--- src/pkg/gpp_pkg.sv ---
package gpp_pkg;
   // register byte addresses
   localparam logic [31:0] P0_DATA_ADDR = 32'hFFFF0D20;
   localparam logic [31:0] P0_SET_ADDR = 32'hFFFF0D24;
   localparam logic [31:0] P2_DATA_ADDR = 32'hFFFF0D40;
   localparam logic [31:0] HV_CFG_ADDR = 32'hFFFF0D60;

   // port-two field layout, entry i is the pin position of index i
   localparam int P2_PINS = 5;
   localparam int P2_POS [P2_PINS] = '{0, 1, 4, 5, 6};
   localparam int P2_DIR_BASE = 24;
   localparam int P2_OUT_BASE = 16;
   localparam int P2_IN_BASE = 0;
   // positions that own an output bit (position 4 has none)
   localparam logic [4:0] P2_OUT_CAP = 5'h1B;
   localparam int P2_HV_WR_IDX = 3;
   localparam int P2_HV_RD_IDX = 2;

   // port-zero field layout
   localparam int P0_PINS = 5;
   localparam int P0_OUT_BASE = 16;

   // high-voltage diagnostic select field
   localparam int HV_SEL_LSB = 0;
   localparam int HV_SEL_W = 3;

   // values after reset
   localparam logic [4:0] P2_DIR_RST = 5'h00;
   localparam logic [4:0] P2_OUT_RST = 5'h00;
   localparam logic [4:0] P0_OUT_RST = 5'h00;
   localparam logic [2:0] HV_SEL_RST = 3'h0;
   localparam logic [31:0] HRDATA_RST = 32'h0000_0000;

   // bus encodings
   localparam logic [2:0] HSIZE_WORD = 3'h2;
   localparam logic HRESP_OKAY = 1'h0;
endpackage

--- src/gpp_sync.sv ---
`timescale 1ns/1ps
module gpp_sync #(
   parameter int WIDTH = 5
) (
   // clock and reset
   input wire logic ref_clk_in,
   input wire logic rstn_in,
   // asynchronous levels in, synchronised levels out
   input wire logic [WIDTH-1:0] async_in,
   output logic [WIDTH-1:0] sync_out
);
   logic [WIDTH-1:0] stage_one;

   // two flops; only the second reads the first
   always_ff @(posedge ref_clk_in) begin
      if (!rstn_in) begin
         stage_one <= '0;
         sync_out <= '0;
      end else begin
         stage_one <= async_in;
         sync_out <= stage_one;
      end
   end
endmodule

--- src/gpp_ahb_slave.sv ---
`timescale 1ns/1ps
module gpp_ahb_slave
   import gpp_pkg::*;
(
   // clock and reset
   input wire logic ref_clk_in,
   input wire logic rstn_in,
   // ahb-lite slave side
   input wire logic hsel_in,
   input wire logic [31:0] haddr_in,
   input wire logic [1:0] htrans_in,
   input wire logic hwrite_in,
   input wire logic [2:0] hsize_in,
   input wire logic hready_in,
   output logic hreadyout_out,
   output logic hresp_out,
   // address-phase read strobes
   output logic rd_p0_out,
   output logic rd_p2_out,
   output logic rd_hv_out,
   // data-phase write strobes
   output logic wr_p0_set_out,
   output logic wr_p2_out,
   output logic wr_hv_out
);
   logic take;
   logic wr_p0_set;
   logic wr_p2;
   logic wr_hv;

   // transfer accepted on nonseq or seq with ready high, word size only
   assign take = hsel_in && hready_in && htrans_in[1] && (hsize_in == HSIZE_WORD);

   // reads are answered from the address phase
   assign rd_p0_out = take && !hwrite_in && (haddr_in == P0_DATA_ADDR);
   assign rd_p2_out = take && !hwrite_in && (haddr_in == P2_DATA_ADDR);
   assign rd_hv_out = take && !hwrite_in && (haddr_in == HV_CFG_ADDR);

   // write targets latched for the data phase
   always_ff @(posedge ref_clk_in) begin
      if (!rstn_in) begin
         wr_p0_set <= 1'b0;
         wr_p2 <= 1'b0;
         wr_hv <= 1'b0;
      end else if (hready_in) begin
         wr_p0_set <= take && hwrite_in && (haddr_in == P0_SET_ADDR);
         wr_p2 <= take && hwrite_in && (haddr_in == P2_DATA_ADDR);
         wr_hv <= take && hwrite_in && (haddr_in == HV_CFG_ADDR);
      end
   end

   // zero wait states, always okay
   assign wr_p0_set_out = wr_p0_set;
   assign wr_p2_out = wr_p2;
   assign wr_hv_out = wr_hv;
   assign hreadyout_out = 1'b1;
   assign hresp_out = HRESP_OKAY;
endmodule

--- src/gpp_top.sv ---
// The implementer's own choice: the AHB-Lite register port.
`timescale 1ns/1ps
module gpp_top
   import gpp_pkg::*;
(
   // clock and reset
   input wire logic ref_clk_in,
   input wire logic rstn_in,
   // ahb-lite slave
   input wire logic hsel_in,
   input wire logic [31:0] haddr_in,
   input wire logic [1:0] htrans_in,
   input wire logic hwrite_in,
   input wire logic [2:0] hsize_in,
   input wire logic [31:0] hwdata_in,
   input wire logic hready_in,
   output logic [31:0] hrdata_out,
   output logic hreadyout_out,
   output logic hresp_out,
   // port-two pads, index order positions 0, 1, 4, 5, 6
   input wire logic [4:0] p2_pad_in,
   output logic [4:0] p2_pad_out,
   output logic [4:0] p2_pad_oe_out,
   // port-zero pads, positions 0 to 4
   output logic [4:0] p0_pad_out,
   // high-voltage diagnostic path
   output logic hv_diag_wr_out,
   output logic hv_diag_rd_en_out,
   output logic [2:0] hv_diag_sel_out
);
   logic rd_p0;
   logic rd_p2;
   logic rd_hv;
   logic wr_p0_set;
   logic wr_p2;
   logic wr_hv;
   logic [4:0] p2_sync;
   logic [4:0] p2_dir;
   logic [4:0] p2_out;
   logic [4:0] p0_out;
   logic [2:0] hv_sel;
   logic [4:0] next_p2_dir;
   logic [4:0] next_p2_out;
   logic [4:0] next_p0_out;
   logic [2:0] next_hv_sel;
   logic [31:0] p2_word;
   logic [31:0] p0_word;
   logic [31:0] hv_word;
   logic [31:0] hrdata;

   // bus front end
   gpp_ahb_slave u_bus (
      .ref_clk_in(ref_clk_in),
      .rstn_in(rstn_in),
      .hsel_in(hsel_in),
      .haddr_in(haddr_in),
      .htrans_in(htrans_in),
      .hwrite_in(hwrite_in),
      .hsize_in(hsize_in),
      .hready_in(hready_in),
      .hreadyout_out(hreadyout_out),
      .hresp_out(hresp_out),
      .rd_p0_out(rd_p0),
      .rd_p2_out(rd_p2),
      .rd_hv_out(rd_hv),
      .wr_p0_set_out(wr_p0_set),
      .wr_p2_out(wr_p2),
      .wr_hv_out(wr_hv)
   );

   // pad levels come from outside the clock domain
   gpp_sync #(.WIDTH(P2_PINS)) u_sync (
      .ref_clk_in(ref_clk_in),
      .rstn_in(rstn_in),
      .async_in(p2_pad_in),
      .sync_out(p2_sync)
   );

   // per-pin next state, pad drive and read word for port two
   genvar gi;
   generate
      for (gi = 0; gi < P2_PINS; gi++) begin : g_p2
         assign next_p2_dir[gi] = wr_p2 ? hwdata_in[P2_DIR_BASE + P2_POS[gi]] : p2_dir[gi];
         // output value, only where an output bit exists
         assign next_p2_out[gi] = wr_p2 ?
            (hwdata_in[P2_OUT_BASE + P2_POS[gi]] & P2_OUT_CAP[gi]) : p2_out[gi];
         // value reaches the pad only while an output
         assign p2_pad_out[gi] = p2_out[gi] & p2_dir[gi];
         assign p2_pad_oe_out[gi] = p2_dir[gi];
         assign p2_word[P2_DIR_BASE + P2_POS[gi]] = next_p2_dir[gi];
         assign p2_word[P2_OUT_BASE + P2_POS[gi]] = next_p2_out[gi] & P2_OUT_CAP[gi];
         // pin-input bits show the synchronised level
         assign p2_word[P2_IN_BASE + P2_POS[gi]] = p2_sync[gi];
      end
   endgenerate

   // reserved port-two bits read as zero
   assign p2_word[31] = 1'b0;
   assign p2_word[27:26] = 2'h0;
   assign p2_word[23] = 1'b0;
   // bit 20 is the missing position-4 output, driven zero by the loop
   assign p2_word[19:18] = 2'h0;
   assign p2_word[15:7] = 9'h000;
   assign p2_word[3:2] = 2'h0;

   // set register ors into the held port-zero value only
   assign next_p0_out = wr_p0_set ?
      (p0_out | hwdata_in[P0_OUT_BASE +: P0_PINS]) : p0_out;
   // readback view of the port-zero output bits
   assign p0_word = {11'h000, next_p0_out, 16'h0000};

   // diagnostic select field
   assign next_hv_sel = wr_hv ? hwdata_in[HV_SEL_LSB +: HV_SEL_W] : hv_sel;
   assign hv_word = {29'h0000_0000, next_hv_sel};

   // register state, one process per concern
   always_ff @(posedge ref_clk_in) begin
      if (!rstn_in) begin
         p2_dir <= P2_DIR_RST;
         p2_out <= P2_OUT_RST;
      end else begin
         p2_dir <= next_p2_dir;
         p2_out <= next_p2_out;
      end
   end

   // port-zero held outputs
   always_ff @(posedge ref_clk_in) begin
      if (!rstn_in) begin
         p0_out <= P0_OUT_RST;
      end else begin
         p0_out <= next_p0_out;
      end
   end

   // diagnostic select
   always_ff @(posedge ref_clk_in) begin
      if (!rstn_in) begin
         hv_sel <= HV_SEL_RST;
      end else begin
         hv_sel <= next_hv_sel;
      end
   end

   // read mux; next values forward a write in its data phase
   always_comb begin
      hrdata = 32'h0000_0000;
      if (rd_p2) begin
         hrdata = p2_word;
      end else if (rd_p0) begin
         hrdata = p0_word;
      end else if (rd_hv) begin
         hrdata = hv_word;
      end
   end

   // read data captured at the address phase, stands through data phase
   always_ff @(posedge ref_clk_in) begin
      if (!rstn_in) begin
         hrdata_out <= HRDATA_RST;
      end else if (rd_p0 || rd_p2 || rd_hv) begin
         hrdata_out <= hrdata;
      end
   end

   assign p0_pad_out = p0_out;

   // position 5 output feeds the diagnostic write path
   assign hv_diag_wr_out = p2_dir[P2_HV_WR_IDX] & p2_out[P2_HV_WR_IDX];
   // position 4 input with a nonzero select enables readback
   assign hv_diag_rd_en_out = !p2_dir[P2_HV_RD_IDX] && (hv_sel != 3'h0);
   assign hv_diag_sel_out = hv_sel;

   // per-pin checks of direction, drive and readback
   genvar gc;
   generate
      for (gc = 0; gc < P2_PINS; gc++) begin : g_chk

      end
   endgenerate
endmodule

--- config.mk ---
export PLATFORM = sky130hd
export DESIGN_NAME = gpp_top
export DESIGN_NICKNAME = d
export VERILOG_FILES = /design/src/pkg/gpp_pkg.sv /design/src/gpp_sync.sv /design/src/gpp_ahb_slave.sv /design/src/gpp_top.sv
export SDC_FILE = /design/constraint.sdc
export NUM_CORES = 1
export LEC_CHECK = 0
export BUFFER_PORTS_ARGS = -buffer_cell sky130_fd_sc_hd__buf_4
export CORE_ASPECT_RATIO = 2
export CORE_MARGIN = 4
export CORE_UTILIZATION = 44
export CTS_CLUSTER_DIAMETER = 200
export DETAILED_ROUTE_END_ITERATION = 10
export PLACE_DENSITY = 0.84
export SLEW_MARGIN = 10
export SYNTH_ARGS = -nofsm -noshare
export SYNTH_HDL_FRONTEND = slang
export SYNTH_SLANG_ARGS = --single-unit
--- constraint.sdc ---
create_clock -name ref_clk_in -period 2.5 [get_ports ref_clk_in]
set_clock_uncertainty 0.1 [all_clocks]
set_input_delay 0.125 -clock ref_clk_in [delete_from_list [all_inputs] [get_ports ref_clk_in]]
set_output_delay 0.125 -clock ref_clk_in [all_outputs]
set_load 0.01 [all_outputs]
==> impl_metrics.yaml <==
outcome:
  status: "completed"
die:
  die_w_um: 55.1
  die_y_um: 102
  io_pins: 133
  row_count: 34
  start_util: 0.450
  placeable_core_region_mm2: 0.00434
  total_die_area_mm2: 0.00564
critical_path:
  critical-path-max-stage-delay_ns: 0.55
  worst_setup_path_end_kind: "flop"
  worst_path_cell_with_the_longest_stage_delay: "or4_4"
  r2r-end: "hrdata_out[1]"
  regToRegStartpoint: "u_bus.wr_hv_out"
  critical_path_peak_fanout: 6
  r2r.worst_path.cells: 4
  critPathRequiredTime_ns: 2.56
  setup.reg_to_reg.worst_slack_ns: 0.93
  worst-setup-path-type: "input port to flop"
  worstSetupPathDepth: 6
  crit_buf_inv: 1
  cpLargestDelayFamily: "simple AND/OR/NAND/NOR gates"
  crit_chain: "buf_4 -> or4_4 -> nor3_4 -> nand4_1 -> a2111oi_0 -> nor3_1"
  setup.worst_path.start_class: "input port"
  worstPathArrival_ns: 1.74
global_routing:
  vias_in_the_first_global_route: 1715
  grt_overflow_total: 0
  pin_count_of_the_biggest_net_entering_global_routing: 24
  wire_length_of_the_first_global_routing_pass_um: 7530
  antenna_found_initial: 0
  groute.usage.overall: 0.184
place:
  place_hpwl_um: 3980
  io_buffers: 97
  placed_cell_count: 345
  routabilityCongestion: 0.772
power:
  p_leak_nw: 1.25
  power.ir.vdd_worst_v: 0.000612
  power_switching_share: 0.210
  internal-power_mw: 1.14
  power_frac_seq: 0.534
  combPwrFrac: 0.089
  p_total_mw: 1.45
  power_density_mw_per_mm2: 515
  power.clock.fraction: 0.377
  p_switching_uw: 304
routing:
  detail_route.wl_per_cell_um: 13.6
  viasPerCell: 4.84
  drt_first_iter_violations: 17
  detail_route.wirelength_um: 4910
  detail-route-antenna-nets: 0
  vias: 1742
  drc: 0
  detailedRoute.firstPassIterationCount: 4
clock_tree:
  tritoncts: "yes"
  ctsHtreeMaxLevel: 2
  cts_setup_buffers: 0
  cts_repair_resize_count: 0
  clockBufferDepth: 2
  clkSlewWorstSetupHoldPaths_ns: 0.09
  numClockSinks: 48
  clkLatencyLatePin_ns: 0.30
  cts_root_buf: "clkbuf_8"
  numCtsBuffers: 5
yosys:
  ys.warnings.count: 0
  largest_cells_by_area_after_synthesis: "dfxtp_1 49%, buf_4 6.9%, mux2i_1 6.7%, and2_1 4.8%, nor2_1 4.4%"
  combined_area_of_all_synthesized_cells_mm2: 0.00195
  synth_largest_type_area_fraction: 0.492
  post_synth.cell_area_avg_um2: 9.68
  syn-instance-count: 202
  synth_top_area_cell: "dfxtp_1"
  synth.yosys.seq_area_share: 0.492
  yosys.cell_types.count: 33
  synth-seq-cells: 48
final_layout:
  num-nets-final: 384
  layout-area-overhead-vs-synth_pct: 43.9
  final_layout_size_suffix_gt1_frac: 0.386
  antenna-diode-count: 0
  finalNonFillerCells: 360
sta:
  max_freq_ghz: 0.595
  max-slew-margin-rel: 0.505
  finalHoldViolations: 0
  tns_ns: 0
  share_of_the_clock_period_used_by_the_worst_path: 0.672
  final_max_slew_viol_count: 0
  tightestPinTransition_ns: 0.741
  rsz0062_at_grt: "false"
  setup_viol_count_final: 0
  period_needed_ns: 1.68
min_path:
  hold_path_class: "input port to flop"
  hold_start: "hwdata_in[0]"
  hold_path_end: "hv_diag_sel_out[0]"
  timing.hold.worst_path_depth: 3
job:
  maxCapViolCount: 0
## per-layer routing
| metal | up-vias | GRT usage | wire (um) |
|---|---|---|---|
| li1 | 878 | - | - |
| met1 | 793 | 0.169 | 1500 |
| met2 | 64 | 0.359 | 2980 |
| met3 | 7 | 0.0467 | 345 |
| met4 | 0 | 0.0618 | 77 |
| met5 | - | 0 | 0 |
## worst register-to-register path, cell delays in order (launching register included)
cell	delay, ns
dfxtp_1	0.44
mux2i_1	0.31
nor2_1	0.07
a2111oi_0	0.43
nor3_1	0.08
## layout by cell type (no fill, tap or decap), drive strengths merged
cell / count
nor3: 8
mux2i: 13
nand2: 16
dlygate4sd3: 7
clkinv: 1
conb: 17
dfxtp: 48
a22o: 11
bufinv: 1
buf: 98
clkinvlp: 1
a31oi: 1
clkbuf: 5
o21ai: 2
nand3: 3
nand4b: 3
a21oi: 8
and4: 3
nand2b: 1
o22ai: 4
o2bb2ai: 1
and2: 15
or4: 1
a2111oi: 2
or2b: 2
nor4: 3
nand4: 4
nor2: 24
inv: 2
or2: 1
## per-stage QoR
stage	setup WS, ns	hold slack (ns)	util	instance area [um2]
6_report	0.821	0.00170	0.648	2810
5_1_grt	0.581	0.0281	0.648	2810
4_1_cts	0.800	0.000580	0.648	2810
3_5_place_dp	0.477	0.237	0.606	2630
3_3_place_gp	0.492	0.232	0.606	2630
2_1_floorplan	0.768	0.152	-	2010
## power groups by stage
| stage | combinational [mW] | clock [mW] | sequential [mW] |
|---|---|---|---|
| finish | 0.129 | 0.546 | 0.773 |
| global route | 0.143 | 0.590 | 0.774 |
| CTS | 0.130 | 0.559 | 0.773 |
| detailed placement | 0.120 | 0 | 0.791 |
| global placement | 0.118 | 0 | 0.790 |
| floorplan | 0.0640 | 0 | 0.790 |
## flip-flops by register name (all words and copies together), names as in the netlist, 3 cells and up
name              cells
hrdata_out           18
p0_pad_out            5
p2_pad_oe_out         5
u_sync.stage_one      5
u_sync.sync_out       5
p2_out                4
hv_diag_sel_out       3
## cell usage after synthesis, drive strengths merged
| cell type | count |
|---|---|
| o2bb2ai | 1 |
| or2b | 2 |
| nand4b | 3 |
| a22o | 11 |
| nor3 | 8 |
| nand2b | 1 |
| buf | 20 |
| mux2i | 13 |
| or4 | 1 |
| nand4 | 4 |
| nand3 | 3 |
| and2 | 15 |
| or2 | 1 |
| nor4 | 3 |
| a2111oi | 2 |
| o22ai | 4 |
| conb | 2 |
| a31oi | 1 |
| and4 | 3 |
| nor2 | 24 |
| dfxtp | 48 |
| nand2 | 16 |
| o21ai | 2 |
| inv | 2 |
| a21oi | 8 |
| clkbuf | 4 |
## cells by family (layout without fill, tap and decap cells)
family | after synthesis | in the layout | synth area share
mux | 13 | 13 | 0.0666
flops | 48 | 48 | 0.492
compound gates | 29 | 29 | 0.108
simple gates | 84 | 84 | 0.233
other cells | 2 | 17 | 0.00384
buf+inv | 26 | 115 | 0.0973
## layout make-up
cell class | count | area (um2)
Fill cell | 388 | 1530
Timing Repair Buffer | 105 | 806
Clock inverter | 3 | 42.5
Clock buffer | 5 | 68.8
Inverter | 2 | 7.51
Multi-Input combinational cell | 143 | 860
Tap cell | 54 | 67.6
Sequential cell | 48 | 961
## how the worst max path moves through the flow
| stage | from | end | slack (ns) |
|---|---|---|---|
| 2_1_floorplan | haddr_in[1] | hrdata_out[18] | 0.77 |
| 3_3_place_gp | haddr_in[1] | hrdata_out[30] | 0.49 |
| 3_5_place_dp | haddr_in[1] | hrdata_out[0] | 0.48 |
| 4_1_cts | haddr_in[1] | hrdata_out[1] | 0.80 |
| 5_1_grt | haddr_in[13] | hrdata_out[0] | 0.58 |
| 6_report | haddr_in[1] | hrdata_out[1] | 0.82 |
## repair_timing
action | CTS | global route
hold endpoints to repair | 7 | 0
setup endpoints to repair | 0 | 0
hold buffers | 7 | 0
No activity file was read; power rests on OpenSTA's default activity.
